### src/verilog/ectm_consts.svh
// Offsets, field positions, reset values and counts of the edge capture timer
`ifndef ECTM_CONSTS_SVH
`define ECTM_CONSTS_SVH
`define ECTM_OFS_CTRL 8'h00
`define ECTM_OFS_FALL 8'h04
`define ECTM_OFS_RISE 8'h08
`define ECTM_OFS_PORT 8'h0c
`define ECTM_OFS_IRQ 8'h10
`define ECTM_BIT_WRAP_HI 7
`define ECTM_BIT_WRAP_LO 6
`define ECTM_BIT_WRAP_IE 5
`define ECTM_BIT_EDGE_SEL 4
`define ECTM_BIT_CLR_HI 3
`define ECTM_BIT_CLR_LO 2
`define ECTM_BIT_CKS_HI 1
`define ECTM_BIT_CKS_LO 0
`define ECTM_BIT_CAP_SEL 0
`define ECTM_BIT_FILT_EN 1
`define ECTM_BIT_IRQ_REQ 0
`define ECTM_CTRL_RST 8'h00
`define ECTM_CNT_RST 8'h00
`define ECTM_CAPT_RST 8'h00
`define ECTM_PRE_W 6
`define ECTM_PRE_DIV64_BIT 5
`define ECTM_PRE_DIV32_BIT 4
`define ECTM_PRE_DIV2_BIT 0
`define ECTM_FILT_TAPS 5
`define ECTM_CNT_W 8
`endif

### src/verilog/ectm_pkg.sv
// Types of the edge capture timer
package ectm_pkg;
	typedef enum logic [1:0] {
		ECTM_BUS_IDLE = 2'b01,
		ECTM_BUS_ACK = 2'b10
	} ectm_bus_st_t;
	typedef enum logic [1:0] {
		ECTM_CK_DIV64 = 2'b00,
		ECTM_CK_DIV32 = 2'b01,
		ECTM_CK_DIV2 = 2'b10,
		ECTM_CK_WATCH2 = 2'b11
	} ectm_clk_sel_t;
endpackage

### src/verilog/ectm_top.sv
// Edge capture timer with noise filter and classic Wishbone registers
//
// Decided for this implementation: register access over Wishbone and the address map.
`timescale 1ns/1ps
`include "ectm_consts.svh"
`default_nettype none

module ectm_top
	import ectm_pkg::*;
#(
	parameter int CNT_W = `ECTM_CNT_W,
	parameter int FILT_TAPS = `ECTM_FILT_TAPS
) (
	input wire logic MCLK, // System clock, 20 MHz
	input wire logic RESET, // Synchronous reset, active high
	input wire logic [7:0] WB_ADR_I, // Byte address
	input wire logic [31:0] WB_DAT_I, // Write data
	input wire logic [3:0] WB_SEL_I, // Byte lanes
	input wire logic WB_WE_I, // Write strobe
	input wire logic WB_CYC_I, // Bus cycle
	input wire logic WB_STB_I, // Strobe
	output logic [31:0] WB_DAT_O, // Read data
	output logic WB_ACK_O, // Acknowledge
	input wire logic CAPT_IN, // Capture input pin
	input wire logic WATCH_CLK, // Watch clock pin
	output logic TIMER_IRQ_REQ // Timer request flag
);

	localparam logic [2:0] FILL_MAX = 3'(FILT_TAPS);
	localparam logic [CNT_W-1:0] CNT_MAX = {CNT_W{1'b1}};
	localparam logic [CNT_W-1:0] CNT_ZERO = CNT_W'(`ECTM_CNT_RST);
	localparam logic [CNT_W-1:0] CAPT_ZERO = CNT_W'(`ECTM_CAPT_RST);

	// Bus state
	ectm_bus_st_t bus_st_q;
	ectm_bus_st_t bus_st_d;
	logic [31:0] rd_q;
	logic ack_q;

	// Control fields
	logic wrap_hi_q;
	logic wrap_lo_q;
	logic arm_hi_q;
	logic arm_lo_q;
	logic wrap_ie_q;
	logic edge_sel_q;
	logic clear_sel_hi_q;
	logic clear_sel_lo_q;
	logic [1:0] cks_q;
	logic cap_sel_q;
	logic filt_en_q;
	logic irq_q;

	// Timing and capture state
	logic [`ECTM_PRE_W-1:0] pre_q;
	logic watch_s1_q;
	logic watch_s2_q;
	logic watch_prev_q;
	logic watch_div_q;
	logic sel_prev_q;
	logic samp_prev_q;
	logic cap_s1_q;
	logic cap_s2_q;
	logic [FILT_TAPS-1:0] taps_q;
	logic [2:0] fill_q;
	logic filt_valid_q;
	logic filt_q;
	logic cap_prev_q;
	logic [CNT_W-1:0] cnt_q;
	logic [CNT_W-1:0] rise_cap_q;
	logic [CNT_W-1:0] fall_cap_q;

	// Bus decode
	wire req = WB_CYC_I & WB_STB_I & (bus_st_q == ECTM_BUS_IDLE);
	wire wr_lane0 = req & WB_WE_I & WB_SEL_I[0];
	wire rd_req = req & ~WB_WE_I;
	wire hit_ctrl = (WB_ADR_I == `ECTM_OFS_CTRL);
	wire hit_fall = (WB_ADR_I == `ECTM_OFS_FALL);
	wire hit_rise = (WB_ADR_I == `ECTM_OFS_RISE);
	wire hit_port = (WB_ADR_I == `ECTM_OFS_PORT);
	wire hit_irq = (WB_ADR_I == `ECTM_OFS_IRQ);
	wire wr_ctrl = wr_lane0 & hit_ctrl;
	wire wr_port = wr_lane0 & hit_port;
	wire wr_irq = wr_lane0 & hit_irq;
	wire rd_ctrl = rd_req & hit_ctrl;

	wire [7:0] ctrl_view = {wrap_hi_q, wrap_lo_q, wrap_ie_q, edge_sel_q,
		clear_sel_hi_q, clear_sel_lo_q, cks_q};
	wire [7:0] port_view = {6'h00, filt_en_q, cap_sel_q};
	wire [7:0] irq_view = {7'h00, irq_q};
	// Counter itself has no address
	wire [7:0] rd_byte = hit_ctrl ? ctrl_view :
		hit_fall ? 8'(fall_cap_q) :
		hit_rise ? 8'(rise_cap_q) :
		hit_port ? port_view :
		hit_irq ? irq_view : 8'h00;

	// One answer per request, then back to idle
	always_comb begin
		case (bus_st_q)
			ECTM_BUS_IDLE: begin
				bus_st_d = req ? ECTM_BUS_ACK : ECTM_BUS_IDLE;
			end
			ECTM_BUS_ACK: begin
				bus_st_d = ECTM_BUS_IDLE;
			end
			default: begin
				bus_st_d = ECTM_BUS_IDLE;
			end
		endcase
	end

	always_ff @(posedge MCLK) begin
		if (RESET) begin
			bus_st_q <= ECTM_BUS_IDLE;
			ack_q <= 1'b0;
		end else begin
			bus_st_q <= bus_st_d;
			ack_q <= (bus_st_d == ECTM_BUS_ACK);
		end
	end

	// Read data stands only in the answer cycle
	always_ff @(posedge MCLK) begin
		if (RESET) begin
			rd_q <= 32'h00000000;
		end else begin
			rd_q <= rd_req ? {24'h000000, rd_byte} : 32'h00000000;
		end
	end

	// Prescaler of the system clock
	always_ff @(posedge MCLK) begin
		if (RESET) begin
			pre_q <= `ECTM_PRE_W'(0);
		end else begin
			pre_q <= `ECTM_PRE_W'(pre_q + `ECTM_PRE_W'(1));
		end
	end

	// Watch clock pin, two flops, then halved
	always_ff @(posedge MCLK) begin
		if (RESET) begin
			watch_s1_q <= 1'b0;
			watch_s2_q <= 1'b0;
			watch_prev_q <= 1'b0;
			watch_div_q <= 1'b0;
		end else begin
			watch_s1_q <= WATCH_CLK;
			watch_s2_q <= watch_s1_q;
			watch_prev_q <= watch_s2_q;
			watch_div_q <= watch_div_q ^ (watch_s2_q & ~watch_prev_q);
		end
	end

	// Selected counting clock
	wire sel_clk = (cks_q == ECTM_CK_DIV64) ? pre_q[`ECTM_PRE_DIV64_BIT] :
		(cks_q == ECTM_CK_DIV32) ? pre_q[`ECTM_PRE_DIV32_BIT] :
		(cks_q == ECTM_CK_DIV2) ? pre_q[`ECTM_PRE_DIV2_BIT] : watch_div_q;
	// Select change from high to low also counts
	wire tick = sel_prev_q & ~sel_clk;
	wire samp_rise = sel_clk & ~samp_prev_q;
	wire samp = filt_en_q ? samp_rise : 1'b1;

	// Capture pin synchronizer, counting clock history and filter taps
	always_ff @(posedge MCLK) begin
		if (RESET) begin
			cap_s1_q <= 1'b0;
			cap_s2_q <= 1'b0;
			sel_prev_q <= 1'b0;
			samp_prev_q <= 1'b0;
		end else begin
			cap_s1_q <= CAPT_IN;
			cap_s2_q <= cap_s1_q;
			sel_prev_q <= sel_clk;
			samp_prev_q <= sel_clk;
		end
	end

	genvar gi;
	generate
		for (gi = 0; gi < FILT_TAPS; gi = gi + 1) begin : g_tap
			wire tap_in;
			if (gi == 0) begin : g_first
				assign tap_in = cap_s2_q;
			end else begin : g_rest
				assign tap_in = taps_q[gi-1];
			end
			always_ff @(posedge MCLK) begin
				if (RESET) begin
					taps_q[gi] <= 1'b0;
				end else if (samp) begin
					taps_q[gi] <= tap_in;
				end
			end
		end
	endgenerate

	// Match detection over the taps
	wire all_hi = &taps_q;
	wire all_lo = ~|taps_q;
	wire fill_done = (fill_q == FILL_MAX);
	wire [2:0] fill_d = (samp & ~fill_done) ? 3'(fill_q + 3'h1) : fill_q;
	wire filt_valid_d = filt_valid_q | (fill_done & all_lo);
	wire filt_d = ~filt_valid_q ? 1'b0 :
		all_hi ? 1'b1 : all_lo ? 1'b0 : filt_q;

	always_ff @(posedge MCLK) begin
		if (RESET) begin
			fill_q <= 3'h0;
			filt_valid_q <= 1'b0;
			filt_q <= 1'b0;
		end else begin
			fill_q <= fill_d;
			filt_valid_q <= filt_valid_d;
			filt_q <= filt_d;
		end
	end

	// Capture level; a mode switch can make a spurious edge
	wire filt_sel = filt_en_q ? filt_q : cap_s2_q;
	wire cap_lvl = cap_sel_q ? filt_sel : 1'b0;
	wire rise_e = cap_lvl & ~cap_prev_q;
	wire fall_e = ~cap_lvl & cap_prev_q;

	// Count, clear and capture; a capture keeps the count before a clear
	wire clr_now = (rise_e & clear_sel_hi_q) | (fall_e & clear_sel_lo_q);
	wire wrap = tick & (cnt_q == CNT_MAX) & ~clr_now;
	wire [CNT_W-1:0] cnt_d = clr_now ? CNT_ZERO :
		tick ? CNT_W'(cnt_q + CNT_W'(1)) : cnt_q;
	wire [CNT_W-1:0] rise_cap_d = rise_e ? cnt_q : rise_cap_q;
	wire [CNT_W-1:0] fall_cap_d = fall_e ? cnt_q : fall_cap_q;

	// Counter and previous capture level
	always_ff @(posedge MCLK) begin
		if (RESET) begin
			cap_prev_q <= 1'b0;
			cnt_q <= CNT_ZERO;
		end else begin
			cap_prev_q <= cap_lvl;
			cnt_q <= cnt_d;
		end
	end

	// Capture registers
	always_ff @(posedge MCLK) begin
		if (RESET) begin
			rise_cap_q <= CAPT_ZERO;
			fall_cap_q <= CAPT_ZERO;
		end else begin
			rise_cap_q <= rise_cap_d;
			fall_cap_q <= fall_cap_d;
		end
	end

	// Wrap flags; set wins over a clear in the same cycle
	wire set_hi = wrap & cap_lvl;
	wire set_lo = wrap & ~cap_lvl;
	wire clr_hi = wr_ctrl & ~WB_DAT_I[`ECTM_BIT_WRAP_HI] & arm_hi_q;
	wire clr_lo = wr_ctrl & ~WB_DAT_I[`ECTM_BIT_WRAP_LO] & arm_lo_q;
	wire wrap_hi_d = set_hi | (wrap_hi_q & ~clr_hi);
	wire wrap_lo_d = set_lo | (wrap_lo_q & ~clr_lo);
	wire arm_hi_d = (rd_ctrl & wrap_hi_q) | (arm_hi_q & ~clr_hi);
	wire arm_lo_d = (rd_ctrl & wrap_lo_q) | (arm_lo_q & ~clr_lo);

	// Timer request
	wire edge_req = edge_sel_q ? fall_e : rise_e;
	wire wrap_req = (set_hi | set_lo) & wrap_ie_q;
	wire irq_clr = wr_irq & ~WB_DAT_I[`ECTM_BIT_IRQ_REQ];
	wire irq_d = edge_req | wrap_req | (irq_q & ~irq_clr);

	always_ff @(posedge MCLK) begin
		if (RESET) begin
			wrap_hi_q <= 1'(`ECTM_CTRL_RST >> `ECTM_BIT_WRAP_HI);
			wrap_lo_q <= 1'(`ECTM_CTRL_RST >> `ECTM_BIT_WRAP_LO);
			arm_hi_q <= 1'b0;
			arm_lo_q <= 1'b0;
		end else begin
			wrap_hi_q <= wrap_hi_d;
			wrap_lo_q <= wrap_lo_d;
			arm_hi_q <= arm_hi_d;
			arm_lo_q <= arm_lo_d;
		end
	end

	// Timer request flag
	always_ff @(posedge MCLK) begin
		if (RESET) begin
			irq_q <= 1'b0;
		end else begin
			irq_q <= irq_d;
		end
	end

	// Software fields
	always_ff @(posedge MCLK) begin
		if (RESET) begin
			wrap_ie_q <= 1'b0;
			edge_sel_q <= 1'b0;
			clear_sel_hi_q <= 1'b0;
			clear_sel_lo_q <= 1'b0;
			cks_q <= ECTM_CK_DIV64;
		end else if (wr_ctrl) begin
			wrap_ie_q <= WB_DAT_I[`ECTM_BIT_WRAP_IE];
			edge_sel_q <= WB_DAT_I[`ECTM_BIT_EDGE_SEL];
			clear_sel_hi_q <= WB_DAT_I[`ECTM_BIT_CLR_HI];
			clear_sel_lo_q <= WB_DAT_I[`ECTM_BIT_CLR_LO];
			cks_q <= WB_DAT_I[`ECTM_BIT_CKS_HI:`ECTM_BIT_CKS_LO];
		end
	end

	always_ff @(posedge MCLK) begin
		if (RESET) begin
			cap_sel_q <= 1'b0;
			filt_en_q <= 1'b0;
		end else if (wr_port) begin
			cap_sel_q <= WB_DAT_I[`ECTM_BIT_CAP_SEL];
			filt_en_q <= WB_DAT_I[`ECTM_BIT_FILT_EN];
		end
	end

	assign WB_DAT_O = rd_q;
	assign WB_ACK_O = ack_q;
	assign TIMER_IRQ_REQ = irq_q;

endmodule // ectm_top

`default_nettype wire

### config.mk
export PLATFORM = sky130hd
export DESIGN_NAME = ectm_top
export DESIGN_NICKNAME = d
export VERILOG_FILES = /design/src/verilog/ectm_pkg.sv /design/src/verilog/ectm_top.sv
export VERILOG_INCLUDE_DIRS = /design/src /design/src/verilog
export SDC_FILE = /design/constraint.sdc
export NUM_CORES = 1
export LEC_CHECK = 0
export ABC_AREA = 1
export BUFFER_PORTS_ARGS = -buffer_cell sky130_fd_sc_hd__buf_2
export CAP_MARGIN = 20
export CORE_UTILIZATION = 47
export CTS_BUF_LIST = sky130_fd_sc_hd__clkbuf_16
export DETAILED_ROUTE_END_ITERATION = 10
export GPL_TIMING_DRIVEN = 0
export HOLD_SLACK_MARGIN = 0.06
export PLACE_DENSITY = 0.76
export REMOVE_ABC_BUFFERS = 1
export SYNTH_ARGS = -nofsm -noshare
export SYNTH_HDL_FRONTEND = slang
export SYNTH_SLANG_ARGS = --single-unit
export TNS_END_PERCENT = 5
### constraint.sdc
create_clock -name MCLK -period 1.1 [get_ports MCLK]
set_input_delay 0.11 -clock MCLK [delete_from_list [all_inputs] [get_ports MCLK]]
set_output_delay 0.11 -clock MCLK [all_outputs]
set_load 0.03 [all_outputs]
After elaboration in Yosys (flattened, before gate mapping)
Cells that the tools add are included.

Flip-flop bits (word level): 96. Input bits: 51. Logic and storage cells: 135.

$add $sub $neg: 3. Eq/ne operators: 11. Muxes and demuxes: 16. Bitwise logic cells: 61. Reduce and logical (&&, ||, !) cells: 8.

Operators with widths (count): 1-bit bitwise AND (35); 8-bit two-way mux (3); 8-bit by 4-bit == test with 1-bit output (second input constant) (2); 1-bit NOT (16); 1-bit two-way mux (10); 1-bit bitwise OR (9); 8-bit by 1-bit adder with 8-bit output (second input constant) (1); 8-bit by 3-bit == test with 1-bit output (second input constant) (1); 8-bit by 5-bit == test with 1-bit output (second input constant) (1); 8-bit == test (second input constant) (1); 8-bit logical NOT (1); 6-bit by 1-bit adder with 6-bit output (second input constant) (1); 2-bit two-way mux (3); 2-bit OR reduction (3); 5-bit AND reduction (1); 5-bit OR reduction (1); 2-bit by 1-bit == test with 1-bit output (second input constant) (2); 2-bit == test (second input constant) (2); 3-bit by 1-bit adder with 3-bit output (second input constant) (1); 3-bit == test (second input constant) (1); 2-bit logical NOT (1); 2-bit != test (second input constant) (1); 1-bit logical NOT (1); 1-bit bitwise XOR (1).

Logic depth before layout (Yosys ltp)
Depth in word-level cells: 13. Mapped depth: 9. Mapped depth without buffers: 9.

Worst setup path after synthesis
No wires, ideal clock.

Path type: flip-flop to flip-flop. Start: register bus_st_q[1]. End: register arm_hi_q. Library setup time: 121 ps. Arrival: 1156 ps. Path slack: -177 ps. Stages on the path, launching flop included: 8. Path through: dfxtp_1 -> inv_1 -> nand4_1 -> nor2_1 -> nand2_2 -> buf_6 -> o21ai_1 -> a21oi_1.

Longest elaborated chain between the ends: 10. Elaborated cells between the ends (all ways): 13. Classes of those cells: eq/ne (1); bitwise (12).

RTL lines: from (decl) (line ectm_top.sv:35) `ectm_bus_st_t bus_st_q;`; from (signal assigned) (line ectm_top.sv:118) `bus_st_q <= bus_st_d;`; 2-bit by 1-bit == test with 1-bit output * (line ectm_top.sv:74) `wire req = WB_CYC_I & WB_STB_I & (bus_st_q == ECTM_BUS_IDLE);`; 1-bit bitwise AND * (line ectm_top.sv:74); 1-bit bitwise AND (2 in series) (line ectm_top.sv:75) `wire wr_lane0 = req & WB_WE_I & WB_SEL_I[0];`; 1-bit bitwise AND (line ectm_top.sv:82) `wire wr_ctrl = wr_lane0 & hit_ctrl;`; 1-bit bitwise AND (2 in series) (line ectm_top.sv:259) `` wire clr_hi = wr_ctrl & ~WB_DAT_I[`ECTM_BIT_WRAP_HI] & arm_hi_q; ``; 1-bit NOT (line ectm_top.sv:263) `wire arm_hi_d = (rd_ctrl & wrap_hi_q) | (arm_hi_q & ~clr_hi);`; 1-bit bitwise AND (line ectm_top.sv:263); 1-bit bitwise OR * (line ectm_top.sv:263); to (signal assigned) (line ectm_top.sv:281) `arm_hi_q <= arm_hi_d;`; to (decl) (line ectm_top.sv:43) `logic arm_hi_q;`.

Mark *: on every way between the ends. The rest lies on a longest branch, timed or not. A chain may end at the register's enable or synchronous reset.

Worst setup path in the final report
Start: register bus_st_q[1]. End: register wrap_hi_q.

Longest elaborated chain between the ends: 10.

RTL lines: 2-bit by 1-bit == test with 1-bit output (line ectm_top.sv:74); 1-bit bitwise AND (line ectm_top.sv:74); 1-bit bitwise AND (2 in series) (line ectm_top.sv:75); 1-bit bitwise AND (line ectm_top.sv:82); 1-bit bitwise AND (2 in series) (line ectm_top.sv:259); 1-bit NOT (line ectm_top.sv:261) `wire wrap_hi_d = set_hi | (wrap_hi_q & ~clr_hi);`; 1-bit bitwise AND (line ectm_top.sv:261); 1-bit bitwise OR (line ectm_top.sv:261); to (signal assigned) (line ectm_top.sv:274) `` wrap_hi_q <= 1'(`ECTM_CTRL_RST >> `ECTM_BIT_WRAP_HI); ``; to (signal assigned) (line ectm_top.sv:279) `wrap_hi_q <= wrap_hi_d;`; to (decl) (line ectm_top.sv:41) `logic wrap_hi_q;`.

No other way between the ends.

==> flow_metrics.tcl <==
set metrics [dict create \
    status "finished, violations left" \
    violations "setup timing" \
    fillCellCount 569 \
    finalCriticalPeriod_ns 1.31 \
    dp_hpwl_um 4640 \
    rsz0062_at_grt "true" \
    core-area_um2 6760 \
    cts_inserted_buffers 9 \
    slew_headroom_pct 55.8 \
    ant_nets 0 \
    synth-seq-cells 71 \
    firstDrtPassIters 5 \
    synth.avg_cell_area_um2 7.54 \
    drc_errors 0 \
    synthAdderAreaFrac_pct 1.52 \
    tightest_slew_ns 0.658 \
    fin_tns_setup_ns -3.77 \
    drv_cap 0 \
    critPathCaptureType "flip-flop" \
    synthSimpleGateAreaFrac_pct 23.9 \
    multi_input_area_um2 1640 \
    setup_viol 39 \
    timing.final.ws_setup_ns -0.212 \
    startpoint_type "flip-flop" \
    grt_pass1_vias 2569 \
    holdWs_ns 0.0656 \
    overflow 0 \
    seq_area_um2 1450 \
    final_nets 537 \
    cts_sinks 71 \
    fin_area_um2 4040 \
    row_count 30 \
    antenna_found_initial 0 \
    critPathKind "reg2reg" \
    grtUsageTotal_pct 19.9 \
    detailed_place.area_um2 3380 \
    synth_compound_area_share_pct 15.1 \
    pin_count 85 \
    drt_iter0_markers 176 \
    p_per_area_nw_per_um2 1520 \
    wirelength_um 7310 \
    cts_tree "built" \
    arrival_ns 1.54 \
    drive_gt1_share_pct 24.8 \
    die_h_um 85.6 \
    syn_area_um2 3290 \
    clockRootBuffer "clkbuf_16" \
    die_area_um2 7330 \
    clockBufferDepth 2 \
    cts_htree_levels 3 \
    area_growth_pct 23.0 \
    cts.clk_slew.worst_paths_ns 0.06 \
    path_max_fanout 11 \
    gp_congestion 0.826 \
    max_freq_mhz 762 \
    slew_violations 0 \
    place_ws_ns -0.371 \
    yosysSeqAreaShare_pct 43.2 \
    p_leak_nw 1.64 \
    synth_warnings 0 \
    num_vias 2942 \
    finalCritPeriodShare_pct 119 \
    synth_xor_area_share_pct 1.33 \
    fin_skew_ns 0.00765 \
    port_buffers 33 \
    synthCells 436 \
    post_drt_via_cell_ratio 5.19 \
    synthMuxAreaShare_pct 0 \
    worstHoldPathType "in2reg" \
    post_drt_wl_per_cell_um 12.9 \
    synth_top_family_by_area "simple AND/OR/NAND/NOR gates" \
    layout_commonest_cell "dfxtp_1" \
    ys_types 35 \
    layout_common_cells "dfxtp_1, nor2_1, inv_1" \
    grt_max_degree 38 \
    grt_first_pass_wirelength_um 11500 \
    ir_worst_vdd_v 0.000705 \
    p_total_mw 6.13 \
    finalHoldViolations 0 \
    clk_latency_ns 0.33 \
    initial_utilization_pct 48.6 \
    fp.dieW_um 85.6 \
    diodes 0 \
    required_ns 1.32 \
]
-- kinds of logic after synthesis --
kind of cell             Yosys count
other                              1
adder cells (fa/ha/maj)            4
buffers and inverters             96
AND/OR/NAND/NOR                  164
XOR/XNOR                           5
AO/OA/AOI/OAI                     95
flip-flops                        71
-- cell usage after synthesis, drive strengths merged --
library cell / count / area [um^2]
dfxtp: 71 / 1420
inv: 60 / 228
nand2: 59 / 244
nor2: 59 / 236
o21ai: 48 / 240
a21oi: 38 / 190
buf: 32 / 243
nand3: 24 / 150
nor3: 9 / 56.3
nand4: 8 / 50.1
o211ai: 7 / 52.6
ha: 4 / 50.1
clkbuf: 3 / 11.3
xor2: 3 / 26.3
nand3b: 2 / 15.0
nor3b: 2 / 20.0
xnor2: 2 / 17.5
a31oi: 1 / 6.26
clkinv: 1 / 5.00
conb: 1 / 3.75
nor4: 1 / 12.5
o31ai: 1 / 7.51
-- path summary, 6_finish.rpt --
check | start | slack [ns] | cells past startpoint | endpoint
setup reg to reg | bus_st_q[1] | -0.21 | 7 | wrap_hi_q
hold reg to reg | watch_s1_q | 0.41 | 2 | watch_s2_q
hold / removal | WB_DAT_I[7] | 0.07 | 3 | wrap_hi_q
setup / recovery | bus_st_q[1] | -0.21 | 7 | wrap_hi_q
-- sequential cells by signal, summed over array words and instances (netlist names), 2 cells and up --
name	flops
WB_DAT_O	8
bus_st_q	2
cks_q	2
cnt_q	8
fall_cap_q	8
fill_q	3
g_tap.tap_in	4
pre_q	6
rise_cap_q	8
-- through the flow --
step	util (%)	cells
3_5_place_dp	50.1	537
2_1_floorplan	-	424
6_report	59.8	567
3_3_place_gp	50.1	537
4_1_cts	58.9	564
5_1_grt	59.8	567
-- area by class of cell --
type	instances	share of cell area, %
well taps	80	2.48
flip-flops and latches	71	35.9
clock inverters	7	2.41
multi-input cells	292	40.5
repair buffers	47	7.21
clock buffers	9	5.57
inverters	61	5.94
-- power by group --
group	switching, mW	total [mW]	internal, mW	leakage (nW)
clock	1.10	3.09	1.99	0.152
combinational	0.290	0.408	0.119	0.907
sequential	0.0266	2.63	2.60	0.582
-- what timing repair did --
| item | in CTS | in global routing |
|---|---|---|
| endpoints found under the hold margin | 7 | 0 |
| buffers inserted | 4 | 3 |
| gates resized for setup | 58 | 21 |
| pin swaps | 10 | 4 |
| hold buffers | 7 | 0 |
| setup endpoints to repair | 53 | 53 |
-- per-layer routing --
metal	wire length (um)	vias to the layer above	global-route usage, %
met2	3570	109	33.2
li1	-	1470	-
met4	234	0	11.2
met3	337	21	2.60
met5	0	-	0
met1	3180	1342	25.0
-- critical path, stage by stage (launching register included) --
cell,delay [ns]
dfxtp_2,0.32
inv_2,0.04
nand4_1,0.11
buf_4,0.17
nor2_4,0.13
nand2_4,0.14
nor3b_2,0.22
o21ai_1,0.07
No activity file was read; power rests on OpenSTA's default activity.
